===== src/logic/reset_source_controller_map.vh =====
// register offsets, field positions, reset values and timing counts of the
// reset source controller; definitions only
`ifndef RESET_SOURCE_CONTROLLER_MAP_VH
`define RESET_SOURCE_CONTROLLER_MAP_VH

`define RSC_ADDR_CAUSE 8'hef
`define RSC_ADDR_SUPPLY 8'hff
`define RSC_ADDR_WATCHDOG 8'hd8

// reset_cause_and_enable fields
`define RSC_BIT_RTC 7
`define RSC_BIT_FLASH 6
`define RSC_BIT_CMP 5
`define RSC_BIT_SOFT 4
`define RSC_BIT_WDOG 3
`define RSC_BIT_CLK 2
`define RSC_BIT_POWER 1
`define RSC_BIT_PIN 0
`define RSC_CAUSE_POR 8'h02

// supply_monitor_control fields
`define RSC_BIT_SUP_ON 7
`define RSC_BIT_SUP_ABOVE 6
`define RSC_BIT_SUP_HIGH 5

// watchdog control fields
`define RSC_BIT_WD_EN 6
`define RSC_BIT_WD_KICK 0
`define RSC_WD_DIV 4'd12
`define RSC_WD_LIMIT 16'hffff

// timing
`define RSC_CORE_CLK_MHZ 12'h014
`define RSC_CLK_LOSS_TIME_US 12'h064
`define RSC_CLK_LOSS_CYCLES (`RSC_CLK_LOSS_TIME_US * `RSC_CORE_CLK_MHZ)
`define RSC_RELEASE_CYCLES 5'd16

`endif


===== src/logic/rsc_sync2.v =====
// two flip-flop synchroniser for a group of independent levels
// assumes each bit is a slow level from outside the core clock domain
`timescale 1ns/1ps
`default_nettype none
module rsc_sync2 #(
   parameter W = 1,
   parameter [W-1:0] INIT = {W{1'b0}}
) (
   input wire i_core_clk,
   input wire i_sys_rst,
   input wire [W-1:0] i_async,
   output reg [W-1:0] o_sync
);
   reg [W-1:0] meta_r;
   always @(posedge i_core_clk or posedge i_sys_rst) begin
      if (i_sys_rst) begin
         meta_r <= INIT;
         o_sync <= INIT;
      end else begin
         meta_r <= i_async;
         o_sync <= meta_r;
      end
   end
endmodule
`default_nettype wire


===== src/logic/rsc_clock_loss.v =====
// clock loss detector: times a monitored clock level that stops toggling
// assumes the monitored level is already synchronised to the core clock
`timescale 1ns/1ps
`default_nettype none
`include "reset_source_controller_map.vh"
module rsc_clock_loss (
   input wire i_core_clk,
   input wire i_sys_rst,
   input wire i_enable,
   input wire i_level,
   output reg o_timeout
);
   localparam [11:0] LIMIT = `RSC_CLK_LOSS_CYCLES;
   reg last_r;
   reg [11:0] count_r;
   always @(posedge i_core_clk or posedge i_sys_rst) begin
      if (i_sys_rst) begin
         last_r <= 1'b0;
         count_r <= 12'h000;
         o_timeout <= 1'b0;
      end else begin
         last_r <= i_level;
         o_timeout <= 1'b0;
         if (!i_enable || (i_level != last_r)) begin
            count_r <= 12'h000;
         end else if (count_r >= LIMIT - 12'h001) begin
            count_r <= 12'h000;
            o_timeout <= 1'b1;
         end else begin
            count_r <= count_r + 12'h001;
         end
      end
   end
endmodule
`default_nettype wire


===== src/logic/reset_source_controller.v =====
// reset source controller: gathers reset requests, holds the system reset,
// records the cause and hosts the supply monitor and watchdog controls
// assumes i_sys_rst is the power-on reset
//
// Operation
// - supply monitor on bit 7, on after power-on; resets only when selected
// - bit 6 shows the live supply monitor output
// - bit 5 selects low (0) or high (1) threshold
// - supply control bits 4-0 ignore writes; read as zero
// - low reset pin resets the device and sets pin flag bit 0
// - enabled clock detector resets after 100 us without a clock edge
// - bit 2 write enables clock detector; read shows clock loss cause
// - only power-on and supply resets drive the reset pin low
// - comparator enabled by bit 5 resets when plus input below minus
// - watchdog on after any reset, clocked at core clock over 12
// - flash faults or writes with monitor off reset and set bit 6
// - rtc enabled by bit 7 resets on alarm or oscillator fail
// - writing 1 to bit 4 forces a reset; 0 does nothing
// - read-modify-write reads return stored enables, not cause flags
// - bit 1 marks power-on or supply reset; write selects supply monitor
// - monitor on state survives every reset except power-on
// - every other reset clears the power-on flag
`timescale 1ns/1ps
`default_nettype none
`include "reset_source_controller_map.vh"
module reset_source_controller #(
   parameter [15:0] WD_LIMIT = `RSC_WD_LIMIT
) (
   input wire i_core_clk,
   input wire i_sys_rst,
   input wire [7:0] i_addr,
   input wire [7:0] i_wr_data,
   input wire i_wr,
   input wire i_rd,
   input wire i_rd_rmw,
   output reg [7:0] o_rd_data,
   input wire i_rst_pin_n,
   output reg o_rst_pin_out,
   output reg o_rst_pin_oe,
   input wire i_supply_above,
   input wire i_cmp_below,
   input wire i_rtc_alarm,
   input wire i_rtc_osc_fail,
   input wire i_clk_probe,
   input wire i_flash_fault,
   input wire i_flash_program,
   output reg o_sys_reset,
   output reg o_supply_on,
   output reg o_supply_high
);
   localparam ST_RUN = 1'b0;
   localparam ST_HOLD = 1'b1;

   wire [5:0] sync_w;
   wire pin_n_s;
   wire above_s;
   wire cmp_below_s;
   wire rtc_alarm_s;
   wire rtc_fail_s;
   wire probe_s;
   wire clk_loss_w;
   wire pin_low_w;
   wire supply_low_w;

   reg state_r;
   reg [4:0] hold_r;
   reg [7:0] cause_r;
   reg sup_sel_r;
   reg clk_en_r;
   reg cmp_en_r;
   reg rtc_en_r;
   reg soft_req_r;
   reg wd_en_r;
   reg [3:0] wd_div_r;
   reg [15:0] wd_cnt_r;
   reg wd_fire_r;
   reg [7:0] req_nxt;
   reg [7:0] rd_nxt;
   reg [1:0] oe_dly_r;

   // pin and analog levels enter through two flip-flops
   rsc_sync2 #(
      .W(6),
      .INIT(6'h03)
   ) u_sync (
      .i_core_clk(i_core_clk),
      .i_sys_rst(i_sys_rst),
      .i_async({i_clk_probe, i_rtc_osc_fail, i_rtc_alarm,
                i_cmp_below, i_supply_above,
                i_rst_pin_n}),
      .o_sync(sync_w)
   );
   assign pin_n_s = sync_w[0];
   assign above_s = sync_w[1];
   assign cmp_below_s = sync_w[2];
   assign rtc_alarm_s = sync_w[3];
   assign rtc_fail_s = sync_w[4];
   assign probe_s = sync_w[5];

   // request levels shared by the run and hold states
   assign supply_low_w = o_supply_on && sup_sel_r && !above_s;
   assign pin_low_w = !pin_n_s && !o_rst_pin_oe && (oe_dly_r == 2'h0);

   // own pin drive reads back low for two more edges; keep it from looking like a pin reset
   always @(posedge i_core_clk or posedge i_sys_rst) begin
      if (i_sys_rst) begin
         oe_dly_r <= 2'h3;
      end else begin
         oe_dly_r <= {oe_dly_r[0], o_rst_pin_oe};
      end
   end

   rsc_clock_loss u_clk_loss (
      .i_core_clk(i_core_clk),
      .i_sys_rst(i_sys_rst),
      .i_enable(clk_en_r && (state_r == ST_RUN)),
      .i_level(probe_s),
      .o_timeout(clk_loss_w)
   );

   // register decode, used by both write and read paths
   function is_addr;
      input [7:0] a;
      input [7:0] b;
      begin
         is_addr = (a == b);
      end
   endfunction

   // pending reset requests, one bit per cause position
   always @* begin
      req_nxt = 8'h00;
      req_nxt[`RSC_BIT_POWER] = supply_low_w;
      req_nxt[`RSC_BIT_PIN] = pin_low_w;
      req_nxt[`RSC_BIT_CLK] = clk_loss_w;
      req_nxt[`RSC_BIT_WDOG] = wd_fire_r;
      req_nxt[`RSC_BIT_FLASH] = i_flash_fault || (i_flash_program && !o_supply_on);
      req_nxt[`RSC_BIT_CMP] = cmp_en_r && cmp_below_s;
      req_nxt[`RSC_BIT_RTC] = rtc_en_r && (rtc_alarm_s || rtc_fail_s);
      req_nxt[`RSC_BIT_SOFT] = soft_req_r;
   end

   // reset sequencer and cause capture
   always @(posedge i_core_clk or posedge i_sys_rst) begin
      if (i_sys_rst) begin
         state_r <= ST_HOLD;
         hold_r <= `RSC_RELEASE_CYCLES;
         cause_r <= `RSC_CAUSE_POR;
         o_sys_reset <= 1'b1;
         o_rst_pin_oe <= 1'b1;
         o_rst_pin_out <= 1'b0;
      end else begin
         o_rst_pin_out <= 1'b0;
         case (state_r)
            ST_RUN: begin
               if (req_nxt != 8'h00) begin
                  state_r <= ST_HOLD;
                  hold_r <= `RSC_RELEASE_CYCLES;
                  o_sys_reset <= 1'b1;
                  // one cause recorded; power-on flag cleared by others
                  if (req_nxt[`RSC_BIT_POWER]) begin
                     cause_r <= `RSC_CAUSE_POR;
                     o_rst_pin_oe <= 1'b1;
                  end else if (req_nxt[`RSC_BIT_PIN]) begin
                     cause_r <= 8'h01 << `RSC_BIT_PIN;
                  end else if (req_nxt[`RSC_BIT_CLK]) begin
                     cause_r <= 8'h01 << `RSC_BIT_CLK;
                  end else if (req_nxt[`RSC_BIT_WDOG]) begin
                     cause_r <= 8'h01 << `RSC_BIT_WDOG;
                  end else if (req_nxt[`RSC_BIT_FLASH]) begin
                     cause_r <= 8'h01 << `RSC_BIT_FLASH;
                  end else if (req_nxt[`RSC_BIT_CMP]) begin
                     cause_r <= 8'h01 << `RSC_BIT_CMP;
                  end else if (req_nxt[`RSC_BIT_RTC]) begin
                     cause_r <= 8'h01 << `RSC_BIT_RTC;
                  end else begin
                     cause_r <= 8'h01 << `RSC_BIT_SOFT;
                  end
               end
            end
            ST_HOLD: begin
               // pin low or supply low keeps the device in reset; own drive ignored
               if (pin_low_w || supply_low_w) begin
                  hold_r <= `RSC_RELEASE_CYCLES;
               end else if (hold_r == 5'd0) begin
                  state_r <= ST_RUN;
                  o_sys_reset <= 1'b0;
                  o_rst_pin_oe <= 1'b0;
               end else begin
                  hold_r <= hold_r - 5'd1;
               end
            end
            default: begin
               state_r <= ST_HOLD;
               hold_r <= `RSC_RELEASE_CYCLES;
            end
         endcase
      end
   end

   // software registers; system reset reloads most, power-on reloads all to their reset values
   always @(posedge i_core_clk or posedge i_sys_rst) begin
      if (i_sys_rst) begin
         o_supply_on <= 1'b1;
         sup_sel_r <= 1'b1;
         o_supply_high <= 1'b0;
         clk_en_r <= 1'b0;
         cmp_en_r <= 1'b0;
         rtc_en_r <= 1'b0;
         soft_req_r <= 1'b0;
         wd_en_r <= 1'b1;
      end else if (state_r == ST_HOLD) begin
         // monitor on and selection kept across non power-on resets
         o_supply_high <= 1'b0;
         clk_en_r <= 1'b0;
         cmp_en_r <= 1'b0;
         rtc_en_r <= 1'b0;
         soft_req_r <= 1'b0;
         wd_en_r <= 1'b1;
      end else begin
         soft_req_r <= 1'b0;
         if (i_wr && is_addr(i_addr, `RSC_ADDR_SUPPLY)) begin
            o_supply_on <= i_wr_data[`RSC_BIT_SUP_ON];
            o_supply_high <= i_wr_data[`RSC_BIT_SUP_HIGH];
         end
         if (i_wr && is_addr(i_addr, `RSC_ADDR_CAUSE)) begin
            rtc_en_r <= i_wr_data[`RSC_BIT_RTC];
            cmp_en_r <= i_wr_data[`RSC_BIT_CMP];
            clk_en_r <= i_wr_data[`RSC_BIT_CLK];
            sup_sel_r <= i_wr_data[`RSC_BIT_POWER];
            soft_req_r <= i_wr_data[`RSC_BIT_SOFT];
         end
         if (i_wr && is_addr(i_addr, `RSC_ADDR_WATCHDOG)) begin
            wd_en_r <= i_wr_data[`RSC_BIT_WD_EN];
         end
      end
   end

   // watchdog: core clock over 12, restarted by a kick write
   always @(posedge i_core_clk or posedge i_sys_rst) begin
      if (i_sys_rst) begin
         wd_div_r <= 4'h0;
         wd_cnt_r <= 16'h0000;
         wd_fire_r <= 1'b0;
      end else if (state_r == ST_HOLD || !wd_en_r) begin
         wd_div_r <= 4'h0;
         wd_cnt_r <= 16'h0000;
         wd_fire_r <= 1'b0;
      end else if (i_wr && is_addr(i_addr, `RSC_ADDR_WATCHDOG)
                   && i_wr_data[`RSC_BIT_WD_KICK]) begin
         wd_div_r <= 4'h0;
         wd_cnt_r <= 16'h0000;
         wd_fire_r <= 1'b0;
      end else begin
         wd_fire_r <= 1'b0;
         if (wd_div_r == `RSC_WD_DIV - 4'h1) begin
            wd_div_r <= 4'h0;
            if (wd_cnt_r == WD_LIMIT) begin
               wd_fire_r <= 1'b1;
               wd_cnt_r <= 16'h0000;
            end else begin
               wd_cnt_r <= wd_cnt_r + 16'h0001;
            end
         end else begin
            wd_div_r <= wd_div_r + 4'h1;
         end
      end
   end

   // read mux; data stands in the cycle after the strobe
   always @* begin
      rd_nxt = 8'h00;
      if (is_addr(i_addr, `RSC_ADDR_CAUSE)) begin
         if (i_rd_rmw) begin
            rd_nxt[`RSC_BIT_RTC] = rtc_en_r;
            rd_nxt[`RSC_BIT_CMP] = cmp_en_r;
            rd_nxt[`RSC_BIT_CLK] = clk_en_r;
            rd_nxt[`RSC_BIT_POWER] = sup_sel_r;
         end else begin
            rd_nxt = cause_r;
         end
      end else if (is_addr(i_addr, `RSC_ADDR_SUPPLY)) begin
         rd_nxt[`RSC_BIT_SUP_ON] = o_supply_on;
         rd_nxt[`RSC_BIT_SUP_ABOVE] = above_s;
         rd_nxt[`RSC_BIT_SUP_HIGH] = o_supply_high;
      end else if (is_addr(i_addr, `RSC_ADDR_WATCHDOG)) begin
         rd_nxt[`RSC_BIT_WD_EN] = wd_en_r;
      end
   end

   always @(posedge i_core_clk or posedge i_sys_rst) begin
      if (i_sys_rst) begin
         o_rd_data <= 8'h00;
      end else if (i_rd) begin
         o_rd_data <= rd_nxt;
      end else begin
         o_rd_data <= 8'h00;
      end
   end
endmodule
`default_nettype wire


===== config.mk =====
export PLATFORM = sky130hd
export DESIGN_NAME = reset_source_controller
export DESIGN_NICKNAME = d
export VERILOG_FILES = /design/src/logic/rsc_sync2.v /design/src/logic/rsc_clock_loss.v /design/src/logic/reset_source_controller.v
export VERILOG_INCLUDE_DIRS = /design/src /design/src/logic
export SDC_FILE = /design/constraint.sdc
export NUM_CORES = 1
export LEC_CHECK = 0
export BUFFER_PORTS_ARGS = -buffer_cell sky130_fd_sc_hd__clkbuf_2
export CAP_MARGIN = 30
export CORE_UTILIZATION = 57
export CTS_CLUSTER_DIAMETER = 100
export DETAILED_ROUTE_END_ITERATION = 7
export HOLD_SLACK_MARGIN = 0.02
export PLACE_DENSITY = 0.83
export SETUP_SLACK_MARGIN = 0.5
export SYNTH_ARGS = -nofsm -noshare
export SYNTH_HDL_FRONTEND = slang
export SYNTH_SLANG_ARGS = --single-unit

===== constraint.sdc =====
create_clock -name i_core_clk -period 2.8 [get_ports i_core_clk]
set_clock_uncertainty 0.1 [all_clocks]
set_input_delay 0.28 -clock i_core_clk [delete_from_list [all_inputs] [get_ports i_core_clk]]
set_output_delay 0.28 -clock i_core_clk [all_outputs]
set_load 0.01 [all_outputs]

==> results of run 1 <==
## kinds of logic after synthesis
logic type / count (synthesis) / share of synthesized area (%)
xor+xnor: 21 / 5.21
fa+ha+maj: 4 / 1.42
buf+inv: 20 / 2.37
simple gates: 137 / 20.1
other cells: 1 / 0.106
compound gates: 51 / 9.81
flops: 81 / 57.9
mux: 11 / 3.15
## routing by layer
layer	part of all wire (%)	global-route usage [%]
met3	3.4	6.59
met5	0	0
met4	1.7	9.11
met2	51	38.7
met1	44	29.3
## report_power, final
part	switching (µW)	internal (µW)	total (µW)	leakage [µW]
sequential	50.9	1270	1320	0.00105
combinational	205	143	348	0.000683
clock	416	345	761	0.0000895
## synthesized netlist by cell type (7+ instances only)
cell type	count
and3_1	8
dfrtp_1	67
nor3_1	7
mux2i_1	10
dfstp_2	14
nand3_1	11
nand2_1	13
nor2_1	52
inv_1	11
xor2_1	12
a21oi_1	14
xnor2_1	9
o21ai_0	12
## worst reg2reg max path, cell delays in order (launching register included)
cell	delay, ps
dfstp_2	400
or4_1	580
nand3b_1	260
or3_1	200
nand2b_1	190
a22o_1	280
## metrics by stage
step	total power (µW)	hold slack (ps)	utilization, %	setup slack, ps	area, µm²
finish	2430	52.7	68.6	668	4090
global route	2550	39.7	68.6	557	4090
CTS	2450	39.5	68.6	685	4090
detailed placement	1680	236	64.5	441	3840
global placement	1660	234	64.5	490	3840
floorplan	1570	184	-	853	3540
## sequential cells by signal, indices dropped and copies added (netlist names), 2 cells and up
signal,cells
oe_dly_r,2
cause_r,8
u_sync.meta_r,6
wd_cnt_r,16
u_sync.o_sync,6
wd_div_r,4
hold_r,5
u_clk_loss.count_r,12
o_rd_data,8
## worst paths after layout
kind	startpoint	end	slack, ps
worst min-delay path	i_wr_data[4]	soft_req_r	50
worst max-delay path	o_rst_pin_oe	cause_r[6]	670
worst max register to register	o_rst_pin_oe	cause_r[6]	670
worst min register to register	u_sync.meta_r[4]	u_sync.o_sync[4]	250
max in group asynchronous	i_sys_rst	sup_sel_r	1780
min in group asynchronous	i_sys_rst	u_sync.meta_r[2]	470
## cell type report
class,instances,area (µm²)
clock inverters,5,31.3
well taps,75,93.8
inverters,11,45.0
multi-input cells,226,1410
fillers,465,1870
clock buffers,11,141
flip-flops and latches,81,2040
repair buffers,52,323
==> metrics, run 1 <==
outcome=completed; Worst VDD drop=0.395 mV; most frequent cells in the layout=67 x dfrtp_1, 52 x nor2_1, 39 x clkbuf_2; Pre-antenna DRT Iters=4; hold crit path type=input port to flip-flop; Final Wtd Congestion=0.787; Yosys top cell area share=47.5%; clk slew on worst S/H paths=90 ps; clock buffer depth=2; Setup crit end kind=flip-flop; Setup Buffers After CTS=0; number of DRC markers in iteration 0=89; H-tree depth=3; share of cells above drive strength 1=21.2%; Fin Setup TNS=0 ps; ys async rst share=100%; first-pass GRT wire length=11300 µm; fin crit share=76.1%; Slew @ Worst Pin=633 ps; Pleak=0.00183 µW; vias in the first global route=2493; Setup Viol. Count Final=0; CTS Buf Count=9; DRC viols=0; Hold Path Depth=2; cells along the critical path=or4_1, nand3b_1, or3_1, nand2b_1, a22o_1; wire per inst=14.5 µm; Slew headroom=57.6%; via count of the routed design=2596; Required @ worst endpoint=2940 ps; initial antenna violation count=0; Hold Buf Count CTS=7; Ant. Diodes=0; crit start category=flip-flop; Top Ports=42; FP Rows=28; Mapped Cells=326; Placed Instances=438; IO buf count=39; largest net degree at the start of global routing=82; mapped cell area=3530 µm²; core box area=5960 µm²; TritonCTS Sinks=81; Max stage delay on crit path=580 ps; most common cell after layout, fill and taps aside=dfrtp_1; placed wire-length estimate=4750 µm; CTS tree=built; yosys warns=0; WP buf/inv=0; Final ANT Viol Nets=0; Max Cap Viol=0; crit-path leading delay family=simple AND/OR/NAND/NOR gates; post-cts resize count=0; gr usage total=23.5%; number of synthesized flops with an enable pin=0; Final Non-Filler Cells=461; DIE WIDTH=80.7 µm; global route overflow=0; Tmin final=2130 ps; WS Path Type=flip-flop to flip-flop; crit path max fanout=7; cell count along the critical path=5; Max Freq=469 MHz; Area contributors post-synth=dfrtp_1 47%, dfstp_2 10%, nor2_1 5.5%; Clk Latency, worst-skew pair=360 ps; cell count of the worst reg-to-reg path=5; max-slew violation count=0; fin nets=414; PwrDens=594 nW/µm²; sequential fraction of the synthesis area=57.9%; Die H=80.7 µm; area grow syn2layout=15.7%; Die Area=6520 µm²; unrepaired setup endpoints after global routing=no; area leader, netlist=dfrtp_1; predominant post-synthesis flop cell=dfrtp_1; Arrival @ worst endpoint=2270 ps; CTS Root Cell=clkbuf_8; Slowest-stage cell, CP=or4_1; mean area per synthesized cell=10.8 µm²; #FFs+latches synth=81; vias per cell=5.63; routed wire length=6670 µm; Initial Util=59.3%; Final Hold Fails=0; Yosys cell types=50
(Power assumes the default switching activity.)
==> run 2, diff against run 1 <==
--- a/config.mk
+++ b/config.mk
@@ -6,13 +6,14 @@
 export SDC_FILE = /design/constraint.sdc
 export NUM_CORES = 1
 export LEC_CHECK = 0
+export ABC_AREA = 1
 export BUFFER_PORTS_ARGS = -buffer_cell sky130_fd_sc_hd__clkbuf_2
 export CAP_MARGIN = 30
-export CORE_UTILIZATION = 57
+export CORE_UTILIZATION = 53
 export CTS_CLUSTER_DIAMETER = 100
 export DETAILED_ROUTE_END_ITERATION = 7
 export HOLD_SLACK_MARGIN = 0.02
-export PLACE_DENSITY = 0.83
+export PLACE_DENSITY = 0.81
 export SETUP_SLACK_MARGIN = 0.5
 export SYNTH_ARGS = -nofsm -noshare
 export SYNTH_HDL_FRONTEND = slang
==> constraint.sdc (replaced) <==
create_clock -name i_core_clk -period 1.93 [get_ports i_core_clk]
set_clock_uncertainty 0.1 [all_clocks]
set_input_delay 0.193 -clock i_core_clk [delete_from_list [all_inputs] [get_ports i_core_clk]]
set_output_delay 0.193 -clock i_core_clk [all_outputs]
set_load 0.01 [all_outputs]
==> run 2 against run 1 <==
Against the previous run:
- core utilization is 7.5 points higher
- sequential power is 48% higher
- routed wire length is 62% higher
- combinational power grew to 4.7 times the previous value
- sequential share of layout area is 11 points lower
- register-to-register slack worse by 380 ps
- global-route usage is 3.3 points higher
- via count is 42% higher
- critical endpoint is now wd_cnt_r[15]
- largest cell class unchanged
- highest routed layer unchanged
==> metrics, run 2 <==
outcome=completed; Area contributors post-synth=dfrtp_1 43%, nand2_1 10%, dfstp_2 9.5%; routed wire length=10800 µm (+62%); Slowest-stage cell, CP=dfrtp_1; CTS Buf Count=9 (unchanged); WP buf/inv=0 (unchanged); Mapped Cells=461 (+41%); register area=2050 µm² (about the same); CTS Root Cell=clkbuf_8; Die H=87.5 µm (+8.5%); crit path max fanout=4 (-3); wire per inst=16.2 µm (+12%); RR Endpoint=wd_cnt_r[15]; min-delay src=i_wr_data[6]; Commonest cells post-synth=108 x nand2_1, 73 x nor2_1, 67 x dfrtp_1; clk slew on worst S/H paths=90 ps (about the same); DIE WIDTH=87.5 µm (+8.5%); cell count along the critical path=8 (+3); Final Util=76.1% (+7.5 points); Final Wtd Congestion=0.908 (+15%); ys async rst share=100% (unchanged); Yosys cell types=37 (-26%); FP Rows=30 (+7.1%); total power=4890 µW (+100%); Fin Setup TNS=0 ps (unchanged); crit start category=flip-flop; max-slew violation count=0 (unchanged); fin crit share=85.0% (+8.9 points); area of the multi-input gates=1960 µm² (+39%); mean area per synthesized cell=8.41 µm² (-22%); dpl ws=92.3 ps (-348 ps); Max Cap Viol=0 (unchanged); Pleak=0.00245 µW (+34%); Max stage delay on crit path=430 ps (-150 ps); fin nets=600 (+45%); vias per cell=5.52 (-2.0%); largest net degree at the start of global routing=61 (-26%); Initial Util=55.9% (-3.5 points); cell count of the worst reg-to-reg path=8 (+3); H-tree depth=3 (unchanged); crit path to=wd_cnt_r[15]; yosys warns=0 (unchanged); Final ANT Viol Nets=0 (unchanged); area leader, netlist=dfrtp_1; CP startpoint=wd_cnt_r[1]; CTS tree=built; Ant. Diodes=0 (unchanged); biggest regs=wd_cnt_r (16), u_clk_loss.count_r (12); Slew headroom=65.6% (+7.9 points); DRC viols=0 (unchanged); sequential fraction of the synthesis area=52.7% (-5.2 points); PwrDens=925 nW/µm² (+56%); Final Hold Fails=0 (unchanged); Setup crit end kind=flip-flop; number of synthesized flops with an enable pin=0 (unchanged); placed wire-length estimate=5580 µm (+18%); most frequent cells in the layout=92 x nand2_1, 66 x dfrtp_1, 51 x nor2_1; Slew @ Worst Pin=512 ps (-121 ps); core box area=6940 µm² (+17%); #FFs+latches synth=81 (unchanged); Arrival @ worst endpoint=1800 ps (-470 ps); via count of the routed design=3686 (+42%); number of DRC markers in iteration 0=390 (+340%); Reg with most FFs=wd_cnt_r; most common cell after layout, fill and taps aside=nand2_1; Setup Viol. Count Final=0 (unchanged); mapped cell area=3880 µm² (+9.8%); Worst R2R Setup Slack=290 ps (-380 ps); unrepaired setup endpoints after global routing=yes; Pre-antenna DRT Iters=5 (+1); Tmin final=1640 ps (-490 ps); area grow syn2layout=36.3%; vias in the first global route=3495 (+40%); clock buffer depth=2 (unchanged); initial antenna violation count=0 (unchanged); final worst slack=289 ps (-380 ps); Worst VDD drop=0.628 mV (+59%); Max Freq=609 MHz (+30%); cell with the most instances after synthesis=nand2_1; TritonCTS Sinks=81 (unchanged); Clk Latency, worst-skew pair=370 ps (about the same); hold crit path type=input port to flip-flop; most prevalent standard cell on the critical path=nor2_1; share of cells above drive strength 1=38.3% (+17 points); predominant post-synthesis flop cell=dfrtp_1; gr usage total=26.8% (+3.3 points); Die Area=7660 µm² (+18%); crit-path leading delay family=simple AND/OR/NAND/NOR gates; global route overflow=0 (unchanged); IO buf count=39 (unchanged); Required @ worst endpoint=2090 ps (-850 ps); Yosys top cell area share=43.2% (-4.2 points); fillers=428 (-8.0%); cells along the critical path=ha_4, nand2_4, nor2_4, nand4_1, nand3_2, nor2_1, nor2_2, nor2_1; Worst R2R Start=wd_cnt_r[1]; WS Path Type=flip-flop to flip-flop; Largest register FFs=16 (unchanged); first-pass GRT wire length=15700 µm (+39%); Top Ports=42 (unchanged)
run 2: where the power goes:
| group | total (µW) | internal (µW) | switching, µW | leakage, µW |
|---|---|---|---|---|
| clock | 1320 | 623 | 697 | 0.000103 |
| combinational | 1620 | 706 | 915 | 0.00129 |
| sequential | 1950 | 1840 | 109 | 0.00105 |
| total | 4890 | 3170 | 1720 | 0.00245 |
run 2: cell type report:
class	instances	share of cell area [%]
inverter	51	3.83
clock buffer	9	2.34
timing repair buffer	100	14.1
sequential	81	38.7
timing repair inverter	1	0.142
clock inverter	7	1.59
tap	96	2.27
multi-input combinational	323	37.1
run 2: cells by family after synthesis:
family / Yosys count / share of synthesized area [%]
xor+xnor: 14 / 3.16
compound gates: 41 / 6.23
fa+ha+maj: 4 / 1.29
simple gates: 257 / 29.3
flops: 81 / 52.7
other cells: 1 / 0.0967
buf+inv: 61 / 6.74
mux: 2 / 0.516
run 2: stage by stage:
stage                     hold WS, ps  cells  area, µm²
after global placement            182    593       4200
after global routing             48.9    668       5290
after CTS                        34.8    651       4930
after detailed placement          186    593       4200
final                            28.4    668       5290
after floorplan                  97.5    462       3900
run 2: how the worst min path moves through the flow:
stage,endpoint,depth (start not counted)
global placement,u_sync.meta_r[1],1
floorplan,u_sync.meta_r[0],0
detailed placement,wd_cnt_r[1],3
CTS,wd_en_r,3
global route,o_rd_data[2],3
finish,wd_en_r,3
run 2: what timing repair did:
item                                    4_1_cts  5_1_grt
gates resized for setup                      45       64
endpoints found under the setup margin       47       52
endpoints found under the hold margin        80        0
hold buffers                                 12        0
gates cloned                                  4        0
buffers inserted                             26       17
pin swaps                                    20       33
run 2: layer usage:
metal / up-vias / track usage [%] / share of wire, %
met5: - / 0 / 0
met4: 0 / 15.1 / 4.1
met3: 50 / 4.05 / 6.4
met2: 200 / 47.4 / 50
met1: 1764 / 31.3 / 39
li1: 1672 / - / -
run 2: worst register-to-register path: cells and delay by family (launching register included):
family / cells / cell delay [ps]
simple gates: 7 / 830
flops: 1 / 430
fa+ha+maj: 1 / 170
